===== src/core/usf_pkg.sv =====
package usf_pkg;
  // Register word addresses on APB
  localparam logic [7:0] ADDR_COMMAND = 8'h00;
  localparam logic [7:0] ADDR_STATUS = 8'h04;
  localparam logic [7:0] ADDR_RX_DATA = 8'h08;
  localparam logic [7:0] ADDR_TX_DATA = 8'h0c;
  localparam logic [7:0] ADDR_MODE = 8'h10;
  localparam logic [7:0] ADDR_DLE = 8'h14;
  localparam logic [7:0] ADDR_SYNC = 8'h18;
  localparam logic [7:0] ADDR_IRQ_STATUS = 8'h1c;
  localparam logic [7:0] ADDR_IRQ_ENABLE = 8'h20;
  localparam logic [7:0] ADDR_IRQ_CLEAR = 8'h24;
  // Command field positions
  localparam int CMD_TX_EN = 0;
  localparam int CMD_DTR = 1;
  localparam int CMD_RX_EN = 2;
  localparam int CMD_BRK = 3;
  localparam int CMD_ERR_RST = 4;
  localparam int CMD_RTS = 5;
  localparam int CMD_SUB_LO = 6;
  // Status field positions
  localparam int ST_TX_HOLDING_READY = 0;
  localparam int ST_RX_HOLDING_READY = 1;
  localparam int ST_TXEMT = 2;
  localparam int ST_PAR = 3;
  localparam int ST_OVR = 4;
  localparam int ST_FRM = 5;
  localparam int ST_DCD = 6;
  localparam int ST_DSR = 7;
  // Mode field positions (own mode word)
  localparam int MODE_SYNC = 0;
  localparam int MODE_PAR_EN = 1;
  localparam int MODE_TRANSP = 2;
  localparam int MODE_SINGLE_SYN = 3;
  localparam logic [7:0] RESET_BYTE = 8'h00;
  typedef enum logic [1:0] {
    SUB_NORMAL = 2'b00,
    SUB_ECHO = 2'b01,
    SUB_LLOOP = 2'b10,
    SUB_RLOOP = 2'b11
  } usf_sub_e;
  // Transmit shift states, one bit changes per step except LAST back to IDLE
  typedef enum logic [1:0] {
    TX_IDLE = 2'b00,
    TX_SHIFT = 2'b01,
    TX_LAST = 2'b11
  } usf_tx_e;
  localparam logic [3:0] TX_BITS = 4'h9;
endpackage


===== src/core/usf_flags.sv =====
`timescale 1ns/1ps
// Notes on behaviour
// - Tx ready bit is 0 while holding register loaded, 1 when free.
// - Enabling transmitter sets tx ready unless loaded; never in echo/remote.
// - Tx ready pin low while bit set; held high in echo/remote loop.
// - Rx ready sets on transfer; clears on data read or receiver off.
// - Tx empty/modem change sets on DSR/DCD change or shifter done.
// - Tx empty clears on tx enable and status read; pin low when set, except held high in remote loop.
// - Parity bit flags parity error, or first DLE in transparent sync.
// - Parity and overrun clear on receiver disable and error reset.
// - Overrun sets when new character lands on an unread one.
// - Async framing bit sets on missing stop bit, first one checked.
// - Nontransparent sync sets framing/sync bit on FIRST_SYNC_CHAR or FIRST_SYNC_CHAR-SECOND_SYNC_CHAR.
// - Transparent sync sets it on initial sync, then on DLE-FIRST_SYNC_CHAR.
// - Framing/sync clears on rx disable, async error reset, sync read.
// - Status bits 6 and 7 show inverted carrier and data set inputs.
// - Command bit0 tx enable, bit2 rx enable, bit1 drives DTR low outside local loop.
// - Error reset bit clears parity, overrun and async framing flags and self-clears.
// - Rx disable drops partial character; tx finishes shift then idles.
// - Sub-mode field: normal, echo/strip, local loop, remote loop.
module usf_flags (
  input wire logic CLK_I,
  input wire logic RESET_I,
  input wire logic PSEL_I,
  input wire logic PENABLE_I,
  input wire logic PWRITE_I,
  input wire logic [7:0] PADDR_I,
  input wire logic [31:0] PWDATA_I,
  output logic [31:0] PRDATA_O,
  output logic PREADY_O,
  output logic PSLVERR_O,
  input wire logic RX_VALID_I,
  input wire logic [7:0] RX_CHAR_I,
  input wire logic RX_PAR_ERR_I,
  input wire logic RX_STOP_ERR_I,
  input wire logic DSR_N_I,
  input wire logic DCD_N_I,
  output logic TXD_O,
  output logic DTR_N_O,
  output logic RTS_N_O,
  output logic TX_HOLDING_READY_N_O,
  output logic RX_HOLDING_READY_N_O,
  output logic TX_EMPTY_OR_MODEM_CHANGE_N_O,
  output logic [usf_pkg::ST_DSR:0] STATUS_O,
  output logic IRQ_O
);
  import usf_pkg::*;

  ////////////////////////////////////////////////////////////////////////
  logic [7:0] command_control_reg, mode_reg, dle_reg, sync1_reg, sync2_reg;
  logic [7:0] rx_data_reg, tx_hold_reg, irq_status_reg, irq_enable_reg;
  logic tx_hold_full_reg, tx_ready_reg, rx_ready_reg, tx_empty_reg;
  logic par_reg, ovr_reg, frm_reg, prev_dle_reg, prev_first_sync_char_reg, synced_reg;
  logic dsr_s1_reg, dsr_s2_reg, dcd_s1_reg, dcd_s2_reg;
  logic dsr_old_reg, dcd_old_reg;
  logic [8:0] tx_shift_reg;
  logic [3:0] tx_count_reg;
  usf_tx_e tx_state_reg;
  logic [7:0] status, events;
  logic [1:0] sub;
  logic wr, rd, tx_en, rx_en, sub_loopy, sync_mode, transp;
  logic stat_rd, data_rd, tx_load, tx_done, err_rst, modem_chg;
  logic is_dle, is_first_sync_char, is_second_sync_char, syn_hit, rx_en_fall, tx_en_rise;

  function automatic logic hit(input logic [7:0] a, input logic [7:0] b);
    hit = (a == b);
  endfunction

  assign wr = PSEL_I & PENABLE_I & PWRITE_I;
  assign rd = PSEL_I & PENABLE_I & ~PWRITE_I;
  assign tx_en = command_control_reg[CMD_TX_EN];
  assign rx_en = command_control_reg[CMD_RX_EN];
  assign sub = command_control_reg[CMD_SUB_LO+1:CMD_SUB_LO];
  assign sub_loopy = (sub == SUB_ECHO && !mode_reg[MODE_SYNC]) ||
                     (sub == SUB_RLOOP);
  assign sync_mode = mode_reg[MODE_SYNC];
  assign transp = mode_reg[MODE_TRANSP];
  assign stat_rd = rd && PADDR_I == ADDR_STATUS;
  assign data_rd = rd && PADDR_I == ADDR_RX_DATA;
  assign err_rst = wr && PADDR_I == ADDR_COMMAND &&
                   PWDATA_I[CMD_ERR_RST];
  assign rx_en_fall = wr && PADDR_I == ADDR_COMMAND &&
                      !PWDATA_I[CMD_RX_EN];
  assign tx_en_rise = wr && PADDR_I == ADDR_COMMAND &&
                      PWDATA_I[CMD_TX_EN] && !tx_en;
  assign is_dle = hit(RX_CHAR_I, dle_reg);
  assign is_first_sync_char = hit(RX_CHAR_I, sync1_reg);
  assign is_second_sync_char = hit(RX_CHAR_I, sync2_reg);

  ////////////////////////////////////////////////////////////////////////
  // APB slave, zero wait states
  assign PREADY_O = 1'b1;
  assign PSLVERR_O = 1'b0;

  always_ff @(posedge CLK_I) begin
    if (RESET_I) begin
      PRDATA_O <= 32'h0;
    end else if (PSEL_I && !PENABLE_I && !PWRITE_I) begin
      unique case (PADDR_I)
        ADDR_COMMAND: PRDATA_O <= {24'h0, command_control_reg};
        ADDR_STATUS: PRDATA_O <= {24'h0, status};
        ADDR_RX_DATA: PRDATA_O <= {24'h0, rx_data_reg};
        ADDR_MODE: PRDATA_O <= {24'h0, mode_reg};
        ADDR_DLE: PRDATA_O <= {24'h0, dle_reg};
        ADDR_SYNC: PRDATA_O <= {16'h0, sync2_reg, sync1_reg};
        ADDR_IRQ_STATUS: PRDATA_O <= {24'h0, irq_status_reg};
        ADDR_IRQ_ENABLE: PRDATA_O <= {24'h0, irq_enable_reg};
        default: PRDATA_O <= 32'h0;
      endcase
    end
  end

  always_ff @(posedge CLK_I) begin
    if (RESET_I) begin
      command_control_reg <= RESET_BYTE;
      mode_reg <= RESET_BYTE;
      dle_reg <= RESET_BYTE;
      sync1_reg <= RESET_BYTE;
      sync2_reg <= RESET_BYTE;
      irq_enable_reg <= RESET_BYTE;
    end else if (wr) begin
      unique case (PADDR_I)
        // Error reset bit never stored, so it reads back 0
        ADDR_COMMAND: command_control_reg <=
          PWDATA_I[7:0] & ~(8'h01 << CMD_ERR_RST);
        ADDR_MODE: mode_reg <= PWDATA_I[7:0];
        ADDR_DLE: dle_reg <= PWDATA_I[7:0];
        ADDR_SYNC: begin
          sync1_reg <= PWDATA_I[7:0];
          sync2_reg <= PWDATA_I[15:8];
        end
        ADDR_IRQ_ENABLE: irq_enable_reg <= PWDATA_I[7:0];
        default: ;
      endcase
    end
  end

  ////////////////////////////////////////////////////////////////////////
  // Modem inputs: two-flop synchronisers, change seen on second stage
  always_ff @(posedge CLK_I) begin
    if (RESET_I) begin
      dsr_s1_reg <= 1'b1;
      dsr_s2_reg <= 1'b1;
      dcd_s1_reg <= 1'b1;
      dcd_s2_reg <= 1'b1;
      dsr_old_reg <= 1'b1;
      dcd_old_reg <= 1'b1;
    end else begin
      dsr_s1_reg <= DSR_N_I;
      dsr_s2_reg <= dsr_s1_reg;
      dcd_s1_reg <= DCD_N_I;
      dcd_s2_reg <= dcd_s1_reg;
      dsr_old_reg <= dsr_s2_reg;
      dcd_old_reg <= dcd_s2_reg;
    end
  end
  assign modem_chg = (dsr_s2_reg ^ dsr_old_reg) |
                     (dcd_s2_reg ^ dcd_old_reg);

  ////////////////////////////////////////////////////////////////////////
  // Transmitter: holding register and shifter
  assign tx_load = wr && PADDR_I == ADDR_TX_DATA && !sub_loopy;
  assign tx_done = tx_state_reg == TX_LAST;

  always_ff @(posedge CLK_I) begin
    if (RESET_I) begin
      tx_hold_reg <= RESET_BYTE;
      tx_hold_full_reg <= 1'b0;
      tx_state_reg <= TX_IDLE;
      tx_shift_reg <= 9'h1ff;
      tx_count_reg <= 4'h0;
    end else begin
      if (tx_load) begin
        tx_hold_reg <= PWDATA_I[7:0];
        tx_hold_full_reg <= 1'b1;
      end
      unique case (tx_state_reg)
        TX_IDLE: begin
          // A disabled transmitter starts nothing new
          if (tx_hold_full_reg && tx_en) begin
            tx_shift_reg <= {tx_hold_reg, 1'b0};
            tx_count_reg <= TX_BITS;
            tx_hold_full_reg <= tx_load;
            tx_state_reg <= TX_SHIFT;
          end
        end
        TX_SHIFT: begin
          tx_shift_reg <= {1'b1, tx_shift_reg[8:1]};
          tx_count_reg <= tx_count_reg - 4'h1;
          if (tx_count_reg == 4'h1) begin
            tx_state_reg <= TX_LAST;
          end
        end
        TX_LAST: begin
          tx_shift_reg <= 9'h1ff;
          tx_state_reg <= TX_IDLE;
        end
        default: tx_state_reg <= TX_IDLE;
      endcase
    end
  end

  always_ff @(posedge CLK_I) begin
    if (RESET_I) begin
      TXD_O <= 1'b1;
    end else begin
      TXD_O <= (sub == SUB_LLOOP) ? 1'b1 : tx_shift_reg[0];
    end
  end

  ////////////////////////////////////////////////////////////////////////
  // Transmit status flags
  always_ff @(posedge CLK_I) begin
    if (RESET_I) begin
      tx_ready_reg <= 1'b0;
    end else if (sub_loopy) begin
      tx_ready_reg <= 1'b0;
    end else if (tx_load) begin
      tx_ready_reg <= 1'b0;
    end else if (tx_en_rise) begin
      tx_ready_reg <= !tx_hold_full_reg;
    end else if (tx_en) begin
      tx_ready_reg <= !tx_hold_full_reg;
    end
  end

  // Set beats clear: a change in the read cycle is kept
  always_ff @(posedge CLK_I) begin
    if (RESET_I) begin
      tx_empty_reg <= 1'b0;
    end else if (modem_chg || (tx_done && !tx_hold_full_reg &&
                 !(sub == SUB_ECHO && !sync_mode))) begin
      tx_empty_reg <= 1'b1;
    end else if (tx_en_rise || stat_rd) begin
      tx_empty_reg <= 1'b0;
    end
  end

  ////////////////////////////////////////////////////////////////////////
  // Receive status flags
  always_ff @(posedge CLK_I) begin
    if (RESET_I) begin
      rx_data_reg <= RESET_BYTE;
    end else if (RX_VALID_I && rx_en && sub != SUB_RLOOP) begin
      rx_data_reg <= RX_CHAR_I;
    end
  end

  always_ff @(posedge CLK_I) begin
    if (RESET_I) begin
      rx_ready_reg <= 1'b0;
    end else if (!rx_en || rx_en_fall) begin
      rx_ready_reg <= 1'b0;
    end else if (RX_VALID_I && sub != SUB_RLOOP) begin
      rx_ready_reg <= 1'b1;
    end else if (data_rd) begin
      rx_ready_reg <= 1'b0;
    end
  end

  always_ff @(posedge CLK_I) begin
    if (RESET_I) begin
      ovr_reg <= 1'b0;
    end else if (!rx_en || rx_en_fall) begin
      ovr_reg <= 1'b0;
    end else if (RX_VALID_I && rx_ready_reg && !data_rd) begin
      ovr_reg <= 1'b1;
    end else if (err_rst) begin
      ovr_reg <= 1'b0;
    end
  end

  always_ff @(posedge CLK_I) begin
    if (RESET_I) begin
      par_reg <= 1'b0;
      prev_dle_reg <= 1'b0;
    end else if (!rx_en || rx_en_fall) begin
      par_reg <= 1'b0;
      prev_dle_reg <= 1'b0;
    end else if (RX_VALID_I) begin
      if (mode_reg[MODE_PAR_EN] && RX_PAR_ERR_I) begin
        par_reg <= 1'b1;
      end else if (sync_mode && transp && !mode_reg[MODE_PAR_EN] &&
                   is_dle && !prev_dle_reg) begin
        par_reg <= 1'b1;
      end else if (err_rst) begin
        par_reg <= 1'b0;
      end
      // Second DLE of a pair is data, so it does not arm another
      prev_dle_reg <= is_dle && !prev_dle_reg;
    end else if (err_rst) begin
      par_reg <= 1'b0;
    end
  end

  always_comb begin
    syn_hit = 1'b0;
    if (sync_mode && !transp) begin
      syn_hit = mode_reg[MODE_SINGLE_SYN] ? is_first_sync_char :
                (prev_first_sync_char_reg && is_second_sync_char);
    end else if (sync_mode && transp) begin
      syn_hit = synced_reg ? (prev_dle_reg && is_first_sync_char) :
                (mode_reg[MODE_SINGLE_SYN] ? is_first_sync_char :
                 (prev_first_sync_char_reg && is_second_sync_char));
    end else begin
      syn_hit = RX_STOP_ERR_I;
    end
  end

  always_ff @(posedge CLK_I) begin
    if (RESET_I) begin
      prev_first_sync_char_reg <= 1'b0;
      synced_reg <= 1'b0;
    end else if (!rx_en) begin
      prev_first_sync_char_reg <= 1'b0;
      synced_reg <= 1'b0;
    end else if (RX_VALID_I) begin
      prev_first_sync_char_reg <= is_first_sync_char;
      if (syn_hit && sync_mode) begin
        synced_reg <= 1'b1;
      end
    end
  end

  always_ff @(posedge CLK_I) begin
    if (RESET_I) begin
      frm_reg <= 1'b0;
    end else if (!rx_en || rx_en_fall) begin
      frm_reg <= 1'b0;
    end else if (RX_VALID_I && syn_hit) begin
      frm_reg <= 1'b1;
    end else if ((err_rst && !sync_mode) || (stat_rd && sync_mode)) begin
      frm_reg <= 1'b0;
    end
  end

  ////////////////////////////////////////////////////////////////////////
  assign status = {~dsr_s2_reg, ~dcd_s2_reg, frm_reg, ovr_reg, par_reg,
                   tx_empty_reg, rx_ready_reg, tx_ready_reg};

  always_ff @(posedge CLK_I) begin
    if (RESET_I) begin
      STATUS_O <= RESET_BYTE;
      TX_HOLDING_READY_N_O <= 1'b1;
      RX_HOLDING_READY_N_O <= 1'b1;
      TX_EMPTY_OR_MODEM_CHANGE_N_O <= 1'b1;
      DTR_N_O <= 1'b1;
      RTS_N_O <= 1'b1;
    end else begin
      STATUS_O <= status;
      TX_HOLDING_READY_N_O <= sub_loopy | ~tx_ready_reg;
      RX_HOLDING_READY_N_O <= (sub == SUB_RLOOP) | ~rx_ready_reg;
      TX_EMPTY_OR_MODEM_CHANGE_N_O <= (sub == SUB_RLOOP) |
                                      ~tx_empty_reg;
      DTR_N_O <= (sub == SUB_LLOOP) | ~command_control_reg[CMD_DTR];
      RTS_N_O <= (sub == SUB_LLOOP) | ~command_control_reg[CMD_RTS];
    end
  end

  ////////////////////////////////////////////////////////////////////////
  // Interrupts: sticky while a flag is high, set wins over clear
  // Modem mirror bits left out: a held line would never let go
  assign events = status & 8'h3f;

  always_ff @(posedge CLK_I) begin
    if (RESET_I) begin
      irq_status_reg <= RESET_BYTE;
    end else begin
      irq_status_reg <= events | (irq_status_reg &
        ~((wr && PADDR_I == ADDR_IRQ_CLEAR) ? PWDATA_I[7:0] : 8'h00));
    end
  end

  always_ff @(posedge CLK_I) begin
    if (RESET_I) begin
      IRQ_O <= 1'b0;
    end else begin
      IRQ_O <= |(irq_status_reg & irq_enable_reg);
    end
  end

endmodule


===== config.mk =====
export PLATFORM = sky130hd
export DESIGN_NAME = usf_flags
export DESIGN_NICKNAME = d
export VERILOG_FILES = /design/src/core/usf_pkg.sv /design/src/core/usf_flags.sv
export SDC_FILE = /design/constraint.sdc
export NUM_CORES = 1
export LEC_CHECK = 0
export BUFFER_PORTS_ARGS = -buffer_cell sky130_fd_sc_hd__buf_2
export CAP_MARGIN = 20
export CORE_MARGIN = 4
export CORE_UTILIZATION = 41
export CTS_BUF_LIST = sky130_fd_sc_hd__clkbuf_4 sky130_fd_sc_hd__clkbuf_8
export CTS_CLUSTER_DIAMETER = 60
export DETAILED_ROUTE_END_ITERATION = 7
export SETUP_SLACK_MARGIN = 0.3
export SKIP_CTS_REPAIR_TIMING = 1
export SYNTH_ARGS = -nofsm -noshare
export SYNTH_HDL_FRONTEND = slang
export SYNTH_SLANG_ARGS = --single-unit
export TNS_END_PERCENT = 10

===== constraint.sdc =====
create_clock -name CLK_I -period 1.5 [get_ports CLK_I]
set_input_delay 0.075 -clock CLK_I [delete_from_list [all_inputs] [get_ports CLK_I]]
set_output_delay 0.075 -clock CLK_I [all_outputs]
set_load 0.02 [all_outputs]

* Word-level counts from Yosys, hierarchy flattened *
Index checks and enable logic that the tools add are counted.

word-level totals
  register bits after elaboration = 149
  output and inout bits = 49
  logic and storage cells = 188

operators by class
  add/subtract/negate cells = 1
  equality and inequality tests = 21
  multiplexer cells = 30
  bitwise logic cells = 24
  reduce and logical (&&, ||, !) cells = 75

operators by type and width
  operator                                                          number
  16-bit case mux with 8 select lines                               1
  1-bit logical AND                                                 34
  8-bit by 5-bit == test with 1-bit output (second input constant)  4
  9-bit case mux with 3 select lines                                1
  8-bit == test                                                     3
  1-bit 2-to-1 mux                                                  21
  2-bit AND reduction                                               9
  8-bit AND                                                         2
  8-bit by 4-bit == test with 1-bit output (second input constant)  2
  8-bit by 6-bit == test with 1-bit output (second input constant)  2
  1-bit zero test                                                   13
  2-bit nonzero test                                                6
  9-bit 2-to-1 mux                                                  1
  1-bit NOT                                                         9
  8-bit by 3-bit == test with 1-bit output (second input constant)  1
  8-bit zero test                                                   1
  8-bit 2-to-1 mux                                                  1
  8-bit NOT                                                         1
  6-bit by 8-bit OR with 8-bit output                               1
  4-bit case mux with 2 select lines                                1
  8-bit OR reduction                                                1
  2-bit == test (second input constant)                             3
  2-bit != test (second input constant)                             3
  1-bit OR                                                          6
  other kinds (13)                                                  24

* Depth between registers and ports, before layout *
  word-level depth = 8
  depth in mapped cells = 8
  gate-level depth less buffers = 5

* Least setup slack after synthesis *
No wires, ideal clock.

  path type = input -> register
  from = input PADDR_I[3]
  to = register PRDATA_O[0]
  data arrival time = 1.593 ns
  required time = 1.431 ns
  path slack = -0.162 ns
  stages on the path = 7
  path buffers = 2
  cells stage by stage = buf_2 or4_1 nor3_2 a211oi_1 or3_1 buf_2 o21ai_1

between the ends
  word-level cells in the longest chain between the ends = 2
  elaborated cells between the ends (all ways) = 9

ends and longest elaborated chain
  element                                                                 RTL line          RTL
  start: declaration                                                      usf_flags.sv:27   input wire logic [7:0] PADDR_I,
  8-bit by 6-bit == test with 1-bit output, or another cell as far along  usf_flags.sv:99   unique case (PADDR_I)
  16-bit case mux with 8 select lines *                                   usf_flags.sv:99
  end signal: assignment                                                  usf_flags.sv:100  ADDR_COMMAND: PRDATA_O <= {24'h0, command_control_reg};
  end signal: assignment                                                  usf_flags.sv:101  ADDR_STATUS: PRDATA_O <= {24'h0, status};
  end signal: assignment                                                  usf_flags.sv:102  ADDR_RX_DATA: PRDATA_O <= {24'h0, rx_data_reg};
  end: declaration                                                        usf_flags.sv:29   output logic [31:0] PRDATA_O,

Mark *: on every way between the ends. The rest lies on a longest branch, timed or not.
A chain may end at the register's enable or synchronous reset.

* Final worst setup path *
  from = register irq_enable_reg[0]
  to = register PRDATA_O[0]

between the ends
  word-level cells in the longest chain between the ends = 1

ends and longest elaborated chain
  element                              RTL line          RTL
  start: declaration                   usf_flags.sv:51   logic [7:0] rx_data_reg, tx_hold_reg, irq_status_reg, irq_enable_reg;
  start signal: assignment             usf_flags.sv:132  ADDR_IRQ_ENABLE: irq_enable_reg <= PWDATA_I[7:0];
  16-bit case mux with 8 select lines  usf_flags.sv:99

Every way passes these cells.

==> impl_metrics.json <==
{
  "drv_cap": 0,
  "fin_crit_ns": 1.45,
  "final_common_cell": "dfxtp_1",
  "hpwl_um": 14500,
  "slowest_stage": "dfxtp_1",
  "pwr-share-clk_pct": 41.7,
  "status": "completed",
  "antennaDiodeCount": 0,
  "track_usage_pct": 23.6,
  "synthArstFlopShare_pct": 0,
  "multiInputGateArea_sq_um": 3010,
  "vias": 5738,
  "worst_slew_pin_slew_ns": 0.711,
  "avgSynthCellArea_sq_um": 8.41,
  "rows": 43,
  "hold_violations": 0,
  "critPathMaxFanout": 3,
  "place_congestion": 0.991,
  "cp-startpoint": "irq_enable_reg[0]",
  "ys_seq_area_share_pct": 45.4,
  "yosysTopAreaCell": "dfxtp_1",
  "power.density_nw_per_um2": 920,
  "fin_area_sq_um": 7680,
  "cp_cell_sequence": "a22o_1 > a32o_1 > a221oi_2 > buf_4 > o21ai_1",
  "area_growth_pct": 31.0,
  "drcViolationCount": 0,
  "holdCritPathClass": "primary input to flop",
  "fin_skew_ns": 0.0178,
  "ant_nets": 0,
  "die_y_um": 128,
  "die_x_um": 128,
  "grt_pass1_vias": 5497,
  "post_drt_via_cell_ratio": 5.42,
  "cp.arrival_ns": 1.79,
  "worstSkewPairLatency_ns": 0.46,
  "synth_area_leaders": "dfxtp_1, a21oi_1, nand2_1",
  "synth_flop_cell": "dfxtp_1",
  "worst-setup-path-type": "flop to flop",
  "gr-total-overflow": 0,
  "crit_path_start_kind": "flop",
  "syn_area_sq_um": 5870,
  "mostFrequentLayoutCells": "dfxtp_1, nand2_1, buf_4",
  "combPwrFrac_pct": 7.9,
  "end_kind": "flop",
  "drt-total-wl_um": 18900,
  "n_fill_cell": 1299,
  "place_area_sq_um": 6980,
  "synth_cell_types": 53,
  "largest_reg_flops": 16,
  "max_slew_margin_pct": 52.6,
  "cts_tree": "built",
  "synth.ff_latch_count": 133,
  "path_clk_slew_ns": 0.08,
  "ys_warn_count": 0,
  "grt_pass1_wl_um": 29700,
  "rsz0062_at_grt": "yes",
  "start_util_pct": 42.1,
  "setup_viol_count_final": 0,
  "port_buffers": 72,
  "holdWs_ns": 0.00443,
  "grt_antenna_before_repair": 0,
  "sequentialPowerShare_pct": 50.3,
  "cts.sinks": 133,
  "wl_per_cell_um": 17.9,
  "ir_worst_vdd_v": 0.000584,
  "min_period_over_period_pct": 96.6,
  "dieArea_sq_um": 16300,
  "grt_max_degree": 70,
  "synth_top_cell_area_share_pct": 45.4,
  "cts_buffer_depth": 2,
  "cts_made_buffers": 17,
  "area.sequential_sq_um": 2670,
  "switching_share_pct": 24.6,
  "fin_nets": 927,
  "cellLeakagePower_uw": 0.00307,
  "cts_root_buffer": "clkbuf_8",
  "firstDrtPassIters": 5,
  "worstReg2RegStart": "irq_enable_reg[0]",
  "maxSlewViolCount": 0,
  "critPathMaxStageDelay_ns": 0.35,
  "drive_above_1_share_pct": 26.7,
  "min-delay-start": "RX_CHAR_I[7]",
  "boundaryPins": 107,
  "drt-initial-drc-count": 535,
  "cell_internal_pwr_uw": 5320,
  "synth-edff-count": 0,
  "critPathRequiredTime_ns": 1.84,
  "synthCells": 698,
  "power_switching_uw": 1740,
  "fmax_mhz": 690,
  "htreeDepth": 4,
  "coreArea_sq_um": 13900
}
## through the flow
stage	std cells	setup WS, ns	utilization (%)	total power, uW	setup TNS [ns]
floorplan	714	-0.0834	-	3910	-0.711
detailed placement	1004	-0.272	50.1	4140	-11.60
global placement	1004	-0.253	50.1	4130	-10.31
global route	1059	-0.00343	55.1	7320	-0.00343
finish	1059	0.0515	55.1	7070	0
CTS	1035	-0.0451	52.9	7060	-0.0748
## logic make-up (layout without fill, tap and decap cells)
kind of cell	count (synthesis)	count (layout)	synth area share, %
buffers and inverters	67	232	5.65
AND/OR/NAND/NOR	276	276	22.4
other	2	18	0.128
AO/OA/AOI/OAI	161	161	16.8
flip-flops	133	133	45.4
adder cells (fa/ha/maj)	2	2	0.426
multiplexers	29	29	5.03
XOR/XNOR	28	28	4.18
## routing by layer
metal	track usage, %	up-vias	part of all wire, %
li1	-	2740	-
met1	31.4	2732	43
met2	37.6	225	47
met3	5.23	41	7.0
met4	8.93	0	2.6
met5	0	-	0
## final cells by class
| class | count | share of cell area, % |
|---|---|---|
| multi-input cells | 514 | 39.2 |
| clock buffers | 19 | 3.40 |
| well taps | 180 | 2.93 |
| inverters | 12 | 0.586 |
| clock inverters | 12 | 1.69 |
| repair buffers | 189 | 17.5 |
| flip-flops and latches | 133 | 34.7 |
## path summary, 6_finish.rpt
path,end,slack (ns),cells after the start
setup reg to reg,PRDATA_O[0],0.05,5
setup / recovery,PRDATA_O[0],0.05,5
hold / removal,rx_data_reg[7],0.004,3
hold reg to reg,dsr_s2_reg,0.41,1
## critical path, delay by kind of cell (launching register included)
family | cells | cell delay, ns
flip-flops | 1 | 0.35
AO/OA/AOI/OAI | 4 | 0.81
buffers and inverters | 1 | 0.17
## synth_stat cells (13+ instances only)
master    number
buf_4         18
mux2i_1       25
o21ai_0       13
xnor2_1       24
a22oi_1       15
nor2b_1       13
clkbuf_1      24
nand3_1       38
dfxtp_1      133
a21oi_1       83
nand2_1      107
nor2_1        62
## power groups by stage
stage | Clock (uW) | Sequential (uW) | Combinational (uW)
2_1_floorplan | 0 | 3640 | 267
3_3_place_gp | 0 | 3640 | 492
3_5_place_dp | 0 | 3640 | 499
4_1_cts | 3000 | 3560 | 501
5_1_grt | 3160 | 3560 | 600
6_report | 2950 | 3560 | 559
Power figures use the tool's default switching activity.
